===== config.mk =====
export PLATFORM = sky130hd
export DESIGN_NAME = keypad_led_display_control
export DESIGN_NICKNAME = d
export VERILOG_FILES = /design/src/kp_pkg.sv /design/src/key_repeat.sv /design/src/keypad_led_display_control.sv
export SDC_FILE = /design/constraint.sdc
export NUM_CORES = 1
export LEC_CHECK = 0
export ABC_AREA = 1
export BUFFER_PORTS_ARGS = -buffer_cell sky130_fd_sc_hd__buf_2
export CORE_MARGIN = 4
export CORE_UTILIZATION = 44
export DETAILED_ROUTE_END_ITERATION = 8
export PLACE_DENSITY_LB_ADDON = 0.05
export SLEW_MARGIN = 0
export SYNTH_ARGS = -nofsm -noshare
export SYNTH_HDL_FRONTEND = slang
export SYNTH_SLANG_ARGS = --single-unit

===== constraint.sdc =====
create_clock -name SYS_CLK -period 26.9 [get_ports SYS_CLK]
set_clock_uncertainty 0.1 [all_clocks]
set_input_delay 5.38 -clock SYS_CLK [delete_from_list [all_inputs] [get_ports SYS_CLK]]
set_output_delay 5.38 -clock SYS_CLK [all_outputs]
set_load 0.01 [all_outputs]

===== src/kp_pkg.sv =====
package kp_pkg;

	// ----------------------------------------------------------------
	// Clock and timing
	// ----------------------------------------------------------------
	localparam int CLK_HZ = 20000000;
	localparam int CYC_PER_MS = CLK_HZ / 1000;
	localparam int EDIT_TIMEOUT_MS = 5000;
	localparam int EDIT_TIMEOUT_CYC = EDIT_TIMEOUT_MS * CYC_PER_MS;
	localparam int HOLD_MS = 500;
	localparam int HOLD_CYC = HOLD_MS * CYC_PER_MS;
	localparam int REPEAT_MS = 100;
	localparam int REPEAT_CYC = REPEAT_MS * CYC_PER_MS;
	localparam int BLINK_HALF_MS = 250;
	localparam int BLINK_HALF_CYC = BLINK_HALF_MS * CYC_PER_MS;
	localparam int TIMER_W = 27;

	// ----------------------------------------------------------------
	// Register byte offsets
	// ----------------------------------------------------------------
	localparam logic [7:0] OFS_CTRL = 8'h00;
	localparam logic [7:0] OFS_DRIVE_STATUS = 8'h04;
	localparam logic [7:0] OFS_OUT_FREQ = 8'h08;
	localparam logic [7:0] OFS_FREQ_REF = 8'h0c;
	localparam logic [7:0] OFS_UPPER_LIMIT = 8'h10;
	localparam logic [7:0] OFS_LOWER_LIMIT = 8'h14;
	localparam logic [7:0] OFS_MON_SELECT = 8'h18;
	localparam logic [7:0] OFS_MON_VALUE = 8'h1c;
	localparam logic [7:0] OFS_PID_DIGITS = 8'h20;
	localparam logic [7:0] OFS_KP_STATUS = 8'h24;

	// ----------------------------------------------------------------
	// Field layout and reset values
	// ----------------------------------------------------------------
	localparam int CTRL_SHOW_MON = 0;
	localparam int CTRL_SLOT_LSB = 1;
	localparam int DS_FAULT = 0;
	localparam int DS_RUNNING = 1;
	localparam int DS_REVERSE = 2;
	localparam int DS_RUN_CMD = 3;
	localparam int DS_STOPPING = 4;
	localparam int DS_SEQ_EXT = 5;
	localparam int DS_REF_EXT = 6;
	localparam int ST_STATE_LSB = 0;
	localparam int ST_DIGIT_LSB = 2;
	localparam int ST_PWR_FLASH = 5;
	localparam int ST_REF_UPDATED = 8;
	localparam int ST_MON_CODE_LSB = 12;
	localparam logic [19:0] UPPER_LIMIT_RST = 20'h06000;
	localparam logic [19:0] LOWER_LIMIT_RST = 20'h00000;
	localparam logic [19:0] FREQ_REF_RST = 20'h00000;
	localparam logic [2:0] PID_DIGITS_RST = 3'h5;
	localparam logic [2:0] LAST_DIGIT = 3'h4;
	localparam logic [3:0] BCD_MAX = 4'h9;
	localparam logic [9:0] ANALOG_FULL = 10'h3ff;

	// ----------------------------------------------------------------
	// Modes and monitor codes
	// ----------------------------------------------------------------
	typedef enum logic [1:0] {
		ST_REF_SHOW = 2'b00,
		ST_REF_EDIT = 2'b01
	} kp_state_t;

	typedef enum logic [1:0] {
		DM_REF = 2'h0,
		DM_EDIT = 2'h1,
		DM_OUT_FREQ = 2'h2,
		DM_MONITOR = 2'h3
	} disp_mode_t;

	localparam logic [2:0] MON_NONE = 3'h0;
	localparam logic [2:0] MON_PID = 3'h5;
	localparam logic [2:0] MON_ANALOG_ONE = 3'h6;
	localparam logic [2:0] MON_ANALOG_TWO = 3'h7;

endpackage


===== src/key_repeat.sv =====
module key_repeat #(
	parameter int HOLD_CYCLES = 10000000,
	parameter int REPEAT_CYCLES = 2000000
) (
	input wire logic clk,
	input wire logic rst_n,
	input wire logic key,
	output logic press
);

	localparam logic [kp_pkg::TIMER_W-1:0] HOLD_LAST = kp_pkg::TIMER_W'(HOLD_CYCLES - 1);
	localparam logic [kp_pkg::TIMER_W-1:0] REP_LAST = kp_pkg::TIMER_W'(REPEAT_CYCLES - 1);

	logic key_prev;
	logic repeating;
	logic [kp_pkg::TIMER_W-1:0] count;

	wire logic edge_rise = key & ~key_prev;
	wire logic limit = repeating ? (count == REP_LAST) : (count == HOLD_LAST);
	wire logic tick = key & key_prev & limit;

	// Press on the edge, then again after the hold and at each repeat
	always_ff @(posedge clk or negedge rst_n)
	begin
		if (!rst_n)
		begin
			key_prev <= 1'b0;
			repeating <= 1'b0;
			count <= '0;
			press <= 1'b0;
		end
		else
		begin
			key_prev <= key;
			press <= edge_rise | tick;
			if (!key | edge_rise | tick)
				count <= '0;
			else
				count <= count + 1'b1;
			if (!key)
				repeating <= 1'b0;
			else if (tick)
				repeating <= 1'b1;
		end
	end

endmodule


===== src/keypad_led_display_control.sv =====
module keypad_led_display_control #(
	parameter int EDIT_TIMEOUT_CYCLES = kp_pkg::EDIT_TIMEOUT_CYC,
	parameter int HOLD_CYCLES = kp_pkg::HOLD_CYC,
	parameter int REPEAT_CYCLES = kp_pkg::REPEAT_CYC,
	parameter int BLINK_HALF_CYCLES = kp_pkg::BLINK_HALF_CYC
) (
	input wire logic SYS_CLK,
	input wire logic RST_N,
	input wire logic PSEL,
	input wire logic PENABLE,
	input wire logic PWRITE,
	input wire logic [7:0] PADDR,
	input wire logic [31:0] PWDATA,
	output logic [31:0] PRDATA,
	output logic PREADY,
	output logic PSLVERR,
	input wire logic KEY_UP,
	input wire logic KEY_DOWN,
	input wire logic KEY_DIGIT,
	input wire logic KEY_ENTER,
	output logic [19:0] DISP_VALUE,
	output logic [4:0] DISP_BLANK,
	output logic [1:0] DISP_MODE,
	output logic FAULT_LED,
	output logic FORWARD_INDICATOR,
	output logic REVERSE_INDICATOR,
	output logic RUN_LED,
	output logic SEQUENCE_SOURCE_INDICATOR,
	output logic REFERENCE_SOURCE_INDICATOR,
	output logic FAULT_RESET
);

	localparam logic [kp_pkg::TIMER_W-1:0] TIMEOUT_LAST =
		kp_pkg::TIMER_W'(EDIT_TIMEOUT_CYCLES - 1);
	localparam logic [kp_pkg::TIMER_W-1:0] BLINK_LAST =
		kp_pkg::TIMER_W'(BLINK_HALF_CYCLES - 1);

	// ----------------------------------------------------------------
	// Reset release
	// ----------------------------------------------------------------
	logic [1:0] rst_sync;
	wire logic rst_n = rst_sync[1];

	// Asynchronous assert, release through two flops
	always_ff @(posedge SYS_CLK or negedge RST_N)
	begin
		if (!RST_N)
			rst_sync <= 2'b00;
		else
			rst_sync <= {rst_sync[0], 1'b1};
	end

	// ----------------------------------------------------------------
	// Register storage
	// ----------------------------------------------------------------
	logic [3:0] ctrl;
	logic [6:0] drive_status;
	logic [19:0] out_freq;
	logic [19:0] freq_ref;
	logic [19:0] upper_limit;
	logic [19:0] lower_limit;
	logic [14:0] mon_select;
	logic [19:0] mon_value;
	logic [2:0] pid_digits;
	logic ref_updated;
	logic powerup_flash;

	// ----------------------------------------------------------------
	// APB decode
	// ----------------------------------------------------------------
	wire logic access = PSEL & PENABLE & ~PREADY;
	wire logic wr = access & PWRITE;
	wire logic hit_ctrl = PADDR == kp_pkg::OFS_CTRL;
	wire logic hit_ds = PADDR == kp_pkg::OFS_DRIVE_STATUS;
	wire logic hit_of = PADDR == kp_pkg::OFS_OUT_FREQ;
	wire logic hit_ref = PADDR == kp_pkg::OFS_FREQ_REF;
	wire logic hit_up = PADDR == kp_pkg::OFS_UPPER_LIMIT;
	wire logic hit_lo = PADDR == kp_pkg::OFS_LOWER_LIMIT;
	wire logic hit_ms = PADDR == kp_pkg::OFS_MON_SELECT;
	wire logic hit_mv = PADDR == kp_pkg::OFS_MON_VALUE;
	wire logic hit_pd = PADDR == kp_pkg::OFS_PID_DIGITS;
	wire logic hit_st = PADDR == kp_pkg::OFS_KP_STATUS;
	wire logic mapped = hit_ctrl | hit_ds | hit_of | hit_ref | hit_up | hit_lo |
		hit_ms | hit_mv | hit_pd | hit_st;

	// ----------------------------------------------------------------
	// Keys
	// ----------------------------------------------------------------
	wire logic [1:0] step_keys = {KEY_DOWN, KEY_UP};
	logic [1:0] step_press;
	logic digit_prev;
	logic enter_prev;
	wire logic up_press = step_press[0];
	wire logic down_press = step_press[1];
	wire logic digit_press = KEY_DIGIT & ~digit_prev;
	wire logic enter_press = KEY_ENTER & ~enter_prev;
	wire logic any_press = up_press | down_press | digit_press | enter_press;

	// One repeat engine per step key
	genvar k;
	generate
		for (k = 0; k < 2; k++)
		begin : g_step
			key_repeat #(
				.HOLD_CYCLES(HOLD_CYCLES),
				.REPEAT_CYCLES(REPEAT_CYCLES)
			) u_rep (
				.clk(SYS_CLK),
				.rst_n(rst_n),
				.key(step_keys[k]),
				.press(step_press[k])
			);
		end
	endgenerate

	// Edge detect for single-shot keys
	always_ff @(posedge SYS_CLK or negedge rst_n)
	begin
		if (!rst_n)
		begin
			digit_prev <= 1'b0;
			enter_prev <= 1'b0;
		end
		else
		begin
			digit_prev <= KEY_DIGIT;
			enter_prev <= KEY_ENTER;
		end
	end

	// ----------------------------------------------------------------
	// Blink divider
	// ----------------------------------------------------------------
	logic [kp_pkg::TIMER_W-1:0] blink_count;
	logic blink;
	wire logic blink_tick = blink_count == BLINK_LAST;

	// One shared phase keeps every flashing element in step
	always_ff @(posedge SYS_CLK or negedge rst_n)
	begin
		if (!rst_n)
		begin
			blink_count <= '0;
			blink <= 1'b1;
		end
		else
		begin
			blink_count <= blink_tick ? '0 : blink_count + 1'b1;
			if (blink_tick)
				blink <= ~blink;
		end
	end

	// ----------------------------------------------------------------
	// Reference editing
	// ----------------------------------------------------------------
	// BCD step at one digit with carry or borrow; bit 20 flags overflow
	function automatic logic [20:0] bcd_step(input logic [19:0] val,
		input logic [2:0] dig, input logic up);
		logic [19:0] res;
		logic [3:0] nib;
		logic c;
		res = val;
		c = 1'b0;
		for (int i = 0; i < 5; i++)
		begin
			nib = val[4*i +: 4];
			if (i == int'(dig))
				c = 1'b1;
			if (up && c && nib == kp_pkg::BCD_MAX)
				nib = 4'h0;
			else if (up && c)
			begin
				nib = nib + 4'h1;
				c = 1'b0;
			end
			else if (!up && c && nib == 4'h0)
				nib = kp_pkg::BCD_MAX;
			else if (!up && c)
			begin
				nib = nib - 4'h1;
				c = 1'b0;
			end
			res[4*i +: 4] = nib;
		end
		return {c, res};
	endfunction

	kp_pkg::kp_state_t state;
	kp_pkg::kp_state_t next_state;
	logic [19:0] edit_val;
	logic [2:0] digit;
	logic [kp_pkg::TIMER_W-1:0] edit_timer;

	wire logic editing = state == kp_pkg::ST_REF_EDIT;
	wire logic [20:0] up_step = bcd_step(edit_val, digit, 1'b1);
	wire logic [20:0] down_step = bcd_step(edit_val, digit, 1'b0);
	wire logic up_wrap = up_step[20] | (up_step[19:0] > upper_limit);
	wire logic down_wrap = down_step[20] | (down_step[19:0] < lower_limit);
	wire logic [19:0] up_val = up_wrap ? lower_limit : up_step[19:0];
	wire logic [19:0] down_val = down_wrap ? upper_limit : down_step[19:0];
	wire logic timeout = editing & (edit_timer == TIMEOUT_LAST);
	wire logic commit = editing & enter_press;

	// Mode transitions
	always_comb
	begin
		next_state = state;
		unique case (state)
			kp_pkg::ST_REF_SHOW:
				if (up_press | down_press)
					next_state = kp_pkg::ST_REF_EDIT;
			kp_pkg::ST_REF_EDIT:
				if (commit | timeout)
					next_state = kp_pkg::ST_REF_SHOW;
		endcase
	end

	// Edit value, digit and timeout; timer restarts on any key
	always_ff @(posedge SYS_CLK or negedge rst_n)
	begin
		if (!rst_n)
		begin
			state <= kp_pkg::ST_REF_SHOW;
			edit_val <= kp_pkg::FREQ_REF_RST;
			digit <= 3'h0;
			edit_timer <= '0;
		end
		else
		begin
			state <= next_state;
			edit_timer <= (!editing | any_press) ? '0 : edit_timer + 1'b1;
			if (!editing)
			begin
				edit_val <= freq_ref;
				digit <= 3'h0;
			end
			else if (up_press)
				edit_val <= up_val;
			else if (down_press)
				edit_val <= down_val;
			else if (digit_press)
				digit <= (digit == kp_pkg::LAST_DIGIT) ? 3'h0 : digit + 3'h1;
		end
	end

	// ----------------------------------------------------------------
	// Monitor formatting
	// ----------------------------------------------------------------
	wire logic [2:0] slot = ctrl[kp_pkg::CTRL_SLOT_LSB +: 3];
	wire logic [2:0] slot_ok = (slot > kp_pkg::LAST_DIGIT) ? kp_pkg::LAST_DIGIT : slot;
	wire logic [3:0] slot_pos = 4'(kp_pkg::LAST_DIGIT - slot_ok);
	wire logic [2:0] mon_code = mon_select[3*slot_pos +: 3];
	wire logic is_analog = (mon_code == kp_pkg::MON_ANALOG_ONE) |
		(mon_code == kp_pkg::MON_ANALOG_TWO);
	wire logic [16:0] pct_num = 17'(mon_value[9:0]) * 17'd100 + 17'(kp_pkg::ANALOG_FULL >> 1);
	wire logic [6:0] pct = 7'(pct_num / 17'(kp_pkg::ANALOG_FULL));
	wire logic [3:0] pct_hund = 4'(pct / 7'd100);
	wire logic [3:0] pct_tens = 4'((pct % 7'd100) / 7'd10);
	wire logic [3:0] pct_unit = 4'(pct % 7'd10);
	wire logic [19:0] pct_bcd = {8'h00, pct_hund, pct_tens, pct_unit};
	wire logic [19:0] mon_bcd = is_analog ? pct_bcd : mon_value;
	logic [4:0] pid_mask;
	logic [4:0] edit_mask;

	// Blank digits above the configured PID width; flashing edit digit
	generate
		for (k = 0; k < 5; k++)
		begin : g_digit
			assign pid_mask[k] = (mon_code == kp_pkg::MON_PID) &&
				(k >= int'(pid_digits));
			assign edit_mask[k] = editing && (k == int'(digit)) && !blink;
		end
	endgenerate

	wire logic show_mon = ctrl[kp_pkg::CTRL_SHOW_MON] & ~editing;
	wire logic running = drive_status[kp_pkg::DS_RUNNING];
	wire logic [4:0] mon_mask = (mon_code == kp_pkg::MON_NONE) ? 5'h1f : pid_mask;
	wire logic [4:0] next_blank = show_mon ? mon_mask : edit_mask;
	wire kp_pkg::disp_mode_t next_mode = editing ? kp_pkg::DM_EDIT :
		show_mon ? kp_pkg::DM_MONITOR :
		running ? kp_pkg::DM_OUT_FREQ : kp_pkg::DM_REF;
	wire logic [19:0] next_value = editing ? edit_val :
		show_mon ? mon_bcd :
		running ? out_freq : freq_ref;

	// ----------------------------------------------------------------
	// Indicators
	// ----------------------------------------------------------------
	wire logic reverse_indicator = drive_status[kp_pkg::DS_REVERSE];
	wire logic run_cmd = drive_status[kp_pkg::DS_RUN_CMD];
	wire logic stopping = drive_status[kp_pkg::DS_STOPPING];
	wire logic idle_dir = ~(running & run_cmd);
	wire logic next_fwd = !reverse_indicator & (idle_dir ? blink : 1'b1);
	wire logic next_rev = reverse_indicator & (idle_dir ? blink : 1'b1);
	wire logic next_run = stopping ? blink : running;

	// Power-up flash overrides until status arrives or a key is used
	always_ff @(posedge SYS_CLK or negedge rst_n)
	begin
		if (!rst_n)
		begin
			FAULT_LED <= 1'b0;
			FORWARD_INDICATOR <= 1'b0;
			REVERSE_INDICATOR <= 1'b0;
			RUN_LED <= 1'b0;
			SEQUENCE_SOURCE_INDICATOR <= 1'b0;
			REFERENCE_SOURCE_INDICATOR <= 1'b0;
			DISP_VALUE <= kp_pkg::FREQ_REF_RST;
			DISP_BLANK <= 5'h00;
			DISP_MODE <= kp_pkg::DM_REF;
			FAULT_RESET <= 1'b0;
		end
		else
		begin
			FAULT_LED <= powerup_flash ? blink : drive_status[kp_pkg::DS_FAULT];
			FORWARD_INDICATOR <= powerup_flash ? blink : next_fwd;
			REVERSE_INDICATOR <= powerup_flash ? blink : next_rev;
			RUN_LED <= powerup_flash ? blink : next_run;
			SEQUENCE_SOURCE_INDICATOR <= powerup_flash ? blink :
				drive_status[kp_pkg::DS_SEQ_EXT];
			REFERENCE_SOURCE_INDICATOR <= powerup_flash ? blink :
				drive_status[kp_pkg::DS_REF_EXT];
			DISP_VALUE <= next_value;
			DISP_BLANK <= next_blank;
			DISP_MODE <= next_mode;
			FAULT_RESET <= digit_press & ~editing & drive_status[kp_pkg::DS_FAULT];
		end
	end

	// ----------------------------------------------------------------
	// Register writes
	// ----------------------------------------------------------------
	wire logic st_clear = wr & hit_st & PWDATA[kp_pkg::ST_REF_UPDATED];

	// Software config; commit wins over a bus write to the reference
	always_ff @(posedge SYS_CLK or negedge rst_n)
	begin
		if (!rst_n)
		begin
			ctrl <= 4'h0;
			drive_status <= 7'h00;
			out_freq <= 20'h00000;
			freq_ref <= kp_pkg::FREQ_REF_RST;
			upper_limit <= kp_pkg::UPPER_LIMIT_RST;
			lower_limit <= kp_pkg::LOWER_LIMIT_RST;
			mon_select <= 15'h0000;
			mon_value <= 20'h00000;
			pid_digits <= kp_pkg::PID_DIGITS_RST;
			ref_updated <= 1'b0;
			powerup_flash <= 1'b1;
		end
		else
		begin
			if (wr & hit_ctrl)
				ctrl <= PWDATA[3:0];
			if (wr & hit_ds)
				drive_status <= PWDATA[6:0];
			if (wr & hit_of)
				out_freq <= PWDATA[19:0];
			if (commit)
				freq_ref <= edit_val;
			else if (wr & hit_ref)
				freq_ref <= PWDATA[19:0];
			if (wr & hit_up)
				upper_limit <= PWDATA[19:0];
			if (wr & hit_lo)
				lower_limit <= PWDATA[19:0];
			if (wr & hit_ms)
				mon_select <= PWDATA[14:0];
			if (wr & hit_mv)
				mon_value <= PWDATA[19:0];
			if (wr & hit_pd)
				pid_digits <= PWDATA[2:0];
			if (commit)
				ref_updated <= 1'b1;
			else if (st_clear)
				ref_updated <= 1'b0;
			if ((wr & hit_ds) | any_press)
				powerup_flash <= 1'b0;
		end
	end

	// ----------------------------------------------------------------
	// Read data and response
	// ----------------------------------------------------------------
	wire logic [31:0] status_word = {17'h0, mon_code, 3'h0, ref_updated, 2'h0,
		powerup_flash, digit, state};
	wire logic [31:0] rdata = hit_ctrl ? {28'h0, ctrl} :
		hit_ds ? {25'h0, drive_status} :
		hit_of ? {12'h0, out_freq} :
		hit_ref ? {12'h0, freq_ref} :
		hit_up ? {12'h0, upper_limit} :
		hit_lo ? {12'h0, lower_limit} :
		hit_ms ? {17'h0, mon_select} :
		hit_mv ? {12'h0, mon_value} :
		hit_pd ? {29'h0, pid_digits} :
		hit_st ? status_word : 32'h0;

	// One wait state; unmapped addresses answer with an error
	always_ff @(posedge SYS_CLK or negedge rst_n)
	begin
		if (!rst_n)
		begin
			PREADY <= 1'b0;
			PRDATA <= 32'h0;
			PSLVERR <= 1'b0;
		end
		else
		begin
			PREADY <= access;
			PSLVERR <= access & ~mapped;
			if (access & ~PWRITE)
				PRDATA <= rdata;
		end
	end

endmodule


Word level (Yosys, flattened, before mapping)

Index checks and enable logic that the tools add are counted.

$add $sub $neg: 17
$mul: 2
Div/mod/pow operators: 5
Magnitude comparators: 8
Equality and inequality tests: 37
Shift operators: 1
Muxes and demuxes: 94
Bitwise gates (word level): 65
Reductions and logical operators: 43

Operator list:

| operator                                                            | number |
|---|---|
| 20-bit 2-to-1 mux                                                   | 19 |
| 27-bit by 1-bit adder with 27-bit output (second input constant)    | 4 |
| 27-bit 2-to-1 mux                                                   | 4 |
| 4-bit 2-to-1 mux                                                    | 20 |
| 27-bit by 21-bit == test with 1-bit output (second input constant)  | 2 |
| 27-bit by 24-bit == test with 1-bit output (second input constant)  | 2 |
| 1-bit 2-to-1 mux                                                    | 35 |
| 1-bit AND                                                           | 32 |
| 8-bit by 5-bit == test with 1-bit output (second input constant)    | 4 |
| 15-bit 2-to-1 mux                                                   | 2 |
| 27-bit by 23-bit == test with 1-bit output (second input constant)  | 1 |
| 27-bit == test (second input constant)                              | 1 |
| 1-bit logical AND                                                   | 25 |
| 1-bit OR                                                            | 24 |
| 4-bit by 1-bit adder with 4-bit output (second input constant)      | 5 |
| 4-bit == test (second input constant)                               | 5 |
| 20-bit greater-than comparator                                      | 1 |
| 4-bit zero test                                                     | 5 |
| 20-bit < comparator                                                 | 1 |
| 4-bit by 1-bit subtractor with 4-bit output (second input constant) | 5 |
| 3-bit 2-to-1 mux                                                    | 6 |
| 17-bit by 9-bit adder with 17-bit output (second input constant)    | 1 |
| 17-bit by 10-bit divider with 17-bit output (second input constant) | 1 |
| 8-bit by 4-bit == test with 1-bit output (second input constant)    | 2 |
| 33 further kinds                                                    | 65 |

Register bits: 343
Input port bits: 49
Output and inout bits: 68
Word-level logic and storage cells: 313

Longest topological paths before layout

Word-level depth: 22
Mapped depth: 93
Gate-level depth less buffers: 92

Modules after synthesis

From an unflattened synthesis, not the netlist that was laid out.

Cell total of the unflattened synthesis: 3331
Area, all modules: 23782.8 sq um

Modules (own cells, without submodules):

| module                     | times used | cells each | area each (sq um) | seq. area each (sq um) |
|---|---|---|---|---|
| keypad_led_display_control | 1          | 2819       | 20214.4           | 6764.0 |
| key_repeat                 | 2          | 256        | 1784.2            | 750.7 |

Worst setup path after synthesis

OpenSTA, ideal clock, no wires.

Kind: flip-flop to flip-flop
Start: register mon_value[3]
End: register DISP_VALUE[2]
Library setup time: 124 ps
Data arrival time: 9264 ps
Required time: 26676 ps
Path slack: 17412 ps
Stages on the path, launching flop included: 82
Path buffers: 3
Path through: dfrtp_1 > ha_1 > ha_1 > inv_1 > fa_1 > inv_1 > ha_1 > nand2_1 > inv_1 > nand2_1 > nand3_1 > nand2_1 > nand2_2 > nand2_2 > nor2_4 > nor2_2 > nand2_1 > nor2_2 > [46 not listed] > nand2_1 > and2_4 > ha_1 > nand2_1 > nand2_1 > nand3_2 > nand2_4 > xor2_4 > ha_1 > inv_1 > nand3_2 > nand2_1 > inv_2 > nand3_2 > nand2_1 > inv_1 > nor2_1 > o21bai_2

Longest elaborated chain between the ends: 7

Ends and longest elaborated chain:

| what                                            | RTL line                          | RTL |
|---|---|---|
| from (decl)                                     | keypad_led_display_control.sv:63  | `logic [19:0] mon_value;` |
| from (signal assigned)                          | keypad_led_display_control.sv:372 | `mon_value <= PWDATA[19:0];` |
| 10-bit by 5-bit multiplier with 15-bit output   | keypad_led_display_control.sv:256 | `wire logic [16:0] pct_num = 17'(mon_value[9:0]) * 17'd100 + 17'(kp_pkg::ANALOG_FULL >> 1);` |
| 17-bit by 9-bit adder with 17-bit output        | keypad_led_display_control.sv:256 |  |
| 17-bit by 10-bit divider with 17-bit output     | keypad_led_display_control.sv:257 | `wire logic [6:0] pct = 7'(pct_num / 17'(kp_pkg::ANALOG_FULL));` |
| 7-bit by 4-bit remainder unit with 7-bit output | keypad_led_display_control.sv:260 | `wire logic [3:0] pct_unit = 4'(pct % 7'd10);` |
| 20-bit 2-to-1 mux                               | keypad_led_display_control.sv:262 | `wire logic [19:0] mon_bcd = is_analog ? pct_bcd : mon_value;` |
| 20-bit 2-to-1 mux                               | keypad_led_display_control.sv:284 | `show_mon ? mon_bcd :` |
| 20-bit 2-to-1 mux                               | keypad_led_display_control.sv:283 | `wire logic [19:0] next_value = editing ? edit_val :` |
| named net next_value[2]                         | keypad_led_display_control.sv:283 |  |
| to (signal assigned)                            | keypad_led_display_control.sv:309 | `DISP_VALUE <= kp_pkg::FREQ_REF_RST;` |
| to (signal assigned)                            | keypad_led_display_control.sv:324 | `DISP_VALUE <= next_value;` |
| to (decl)                                       | keypad_led_display_control.sv:21  | `output logic [19:0] DISP_VALUE,` |

The timed path passes the listed nets, and every way through them passes these cells.
A chain may end at the register's enable or synchronous reset.

Worst setup path after layout

Start: register mon_value[0]
End: register DISP_VALUE[2]

Same word-level chain as after synthesis.

==> results.txt <==
largest net degree at the start of global routing = 81
GRT busiest layer = met1
iteration count of the initial detailed-routing pass = 6
Yosys warnings = 0
Critical Path Start = mon_value[0]$_DFFE_PN0P_
cts bufs inserted = 40
Hold Vio Cnt, Final = 0
post-synth top area cell = dfrtp_1
Die X = 235 µm
met3 global-route usage = 0.0620
Area growth syn-to-layout = 11.2%
status = complete, no violations
Worst EP required = 27240 ps
total power = 1730 µW
max FFs per register = 54
Hold Path End = rst_sync[1]$_DFF_PN0_
Peak VDD IR = 0.0000596 V
Vias = 21.4k
DR DRC count = 0
Row Count = 82
Initial DRC Count = 2140
hold buffer count at cts = 0
unrepaired setup endpoints after global routing = false
Final Cycle Share = 0.437
remaining global-route overflow = 0
Setup violations, final = 0
Crit-path slowest cell = dfrtp_1
TritonCTS clock tree = yes
crit path DAT = 12090 ps
CTS sink count = 330
top post-synthesis cells by area = dfrtp_1 36%, nand2_1 11%, inv_1 7.5%
Post-Syn Area per Cell = 7.30 µm²
H-tree depth = 2
Post-DP HPWL = 53.2 mm
post-CTS setup buffers = 0
Total Routing Usage GR = 0.264
post-synthesis cell type count = 67
Cell Count, Final, Fillers Out = 3878
WL final = 72.8 mm
worst-path maximum fanout = 19
FF-to-FF Start = mon_value[0]$_DFFE_PN0P_
Setup TNS = 0 ps
CTS clk-pin slew, worst paths = 60 ps
Pwr Density = 68.8 mW/mm²
fin area = 0.0251 mm²
Pleak = 0.0120 µW
Worst Hold Launch = rst_sync[0]$_DFF_PN0_
Post-DP Area = 0.0237 mm²
Die Area = 0.0550 mm²
Seq cells post-synth = 330
Initial Utilization = 0.448
Primary FF master, synth = dfrtp_1
Final min period = 11750 ps
Ports = 117
clock insertion delay at the later pin of the skew report = 570 ps
Routability Congestion = 0.948
Slew @ Worst Pin = 1210 ps
Fillers = 5085
Avg WL per Cell = 18.8 µm
largest registers = g_step.u_rep.count x54, blink_count x27, edit_timer x27
GR Util met1 = 0.398
Top reg by flops = g_step.u_rep.count
most frequent cell after synthesis = nand2_1
Die Y = 235 µm
HP Class = flip-flop to flip-flop
Syn Std Cell Area = 0.0226 mm²
Fmax achieved = 0.0851 GHz
maxcap violations = 0
Max-slew headroom = 0.195
layout cells sized above 1 = 0.0980
port bufs = 92
CP peak stage delay = 630 ps
core area = 0.0505 mm²
sequential share of the synthesized area = 0.366
worst reg2reg endpoint = DISP_VALUE[2]$_DFF_PN0_
vias in the first global route = 20.0k
r2r setup slk = 15150 ps
CP Class = flip-flop to flip-flop
final net count = 3352
R2R cell count = 79
Final Max Slew Viols = 0
post-cts sizing count = 0
initial antenna violation count = 4
Via density = 5.52
Post-synth EDFFs = 0
Yosys top cell area share = 0.359
crit-path most repeated cell = nand2_1
Commonest cells post-synth = 674 x nand2_1, 453 x inv_1, 324 x dfrtp_1
fin util = 0.497
first-pass GRT wire length = 114 mm
Gate Count Post-Synth = 3095
Worst setup EP type = flip-flop
WHS Path Cells = 0
DRT antenna net count = 0
asr flop ratio synth = 1.00
CP Launch Type = flip-flop
Clock Path Buffers = 3
CTS root buffer = clkbuf_16
DP Cell Count = 3803
grt met2 use = 0.385
## cells in the final DEF, fill, tap and decap left out, drive strengths merged, types with 11 or more instances in the layout
master	Yosys	layout
nand2	714	714
inv	474	474
dfrtp	324	324
nor2	300	300
o21ai	274	274
nand3	208	208
a21oi	154	154
ha	125	125
buf	20	118
o211ai	82	82
nor3	63	63
clkbuf	73	57
nand4	52	52
xor2	34	34
o221ai	27	27
nor4	24	24
o22ai	17	17
clkinv	7	17
conb	2	13
o31ai	11	11
xnor2	11	11
o2111ai	11	11
a221oi	11	11
## stage by stage
stage	setup slack, ps	hold WS (ps)
floorplan	16930	231
global placement	15310	242
detailed placement	15170	236
CTS	15140	249
global route	13890	263
finish	15150	245
## layer usage
| metal | part of all wire | up-vias |
|---|---|---|
| met2 | 0.41 | 822 |
| met4 | 0.023 | 2 |
| met1 | 0.47 | 10100 |
| li1 | - | 10400 |
| met3 | 0.095 | 115 |
| met5 | 0.00018 | - |
## report_power, final
part | switching (µW) | total, µW | internal, µW
Combinational | 396 | 569 | 172
Clock | 225 | 585 | 359
Sequential | 37.1 | 575 | 538
Total | 659 | 1730 | 1070
## cell type report
class                      instances  area, µm²  share of cell area
clock inverter                    16        245             0.00977
multi-input combinational       2202      12100               0.483
clock buffer                      57       1160              0.0464
antenna                            2       5.00            0.000199
sequential                       330       8270               0.329
timing repair buffer             118        656              0.0261
inverter                         481       1810              0.0719
tap                              672        841              0.0335
## kinds of logic after synthesis
logic type	Yosys count	share of synthesized area
simple gates	1383	0.276
compound gates	631	0.166
buf+inv	574	0.0996
flops	330	0.366
fa+ha+maj	130	0.0737
xor+xnor	45	0.0183
other cells	2	0.000332
## worst max path at each step
| stage | end | slack [ps] | depth (start not counted) |
|---|---|---|---|
| floorplan | DISP_BLANK[0]$_DFF_PN0_ | 16930 | 0 |
| CTS | DISP_VALUE[2]$_DFF_PN0_ | 15140 | 80 |
| global placement | DISP_VALUE[2]$_DFF_PN0_ | 15310 | 74 |
| global route | DISP_VALUE[2]$_DFF_PN0_ | 13890 | 80 |
| detailed placement | DISP_VALUE[2]$_DFF_PN0_ | 15170 | 80 |
| finish | DISP_VALUE[2]$_DFF_PN0_ | 15150 | 79 |
## worst max-delay path, delay by kind of cell (launching register included)
kind | cells | cell delay [ps]
flops | 1 | 630
fa+ha+maj | 8 | 2330
simple gates | 60 | 6910
buf+inv | 7 | 600
compound gates | 2 | 560
xor+xnor | 2 | 470
Power figures use the tool's default switching activity.
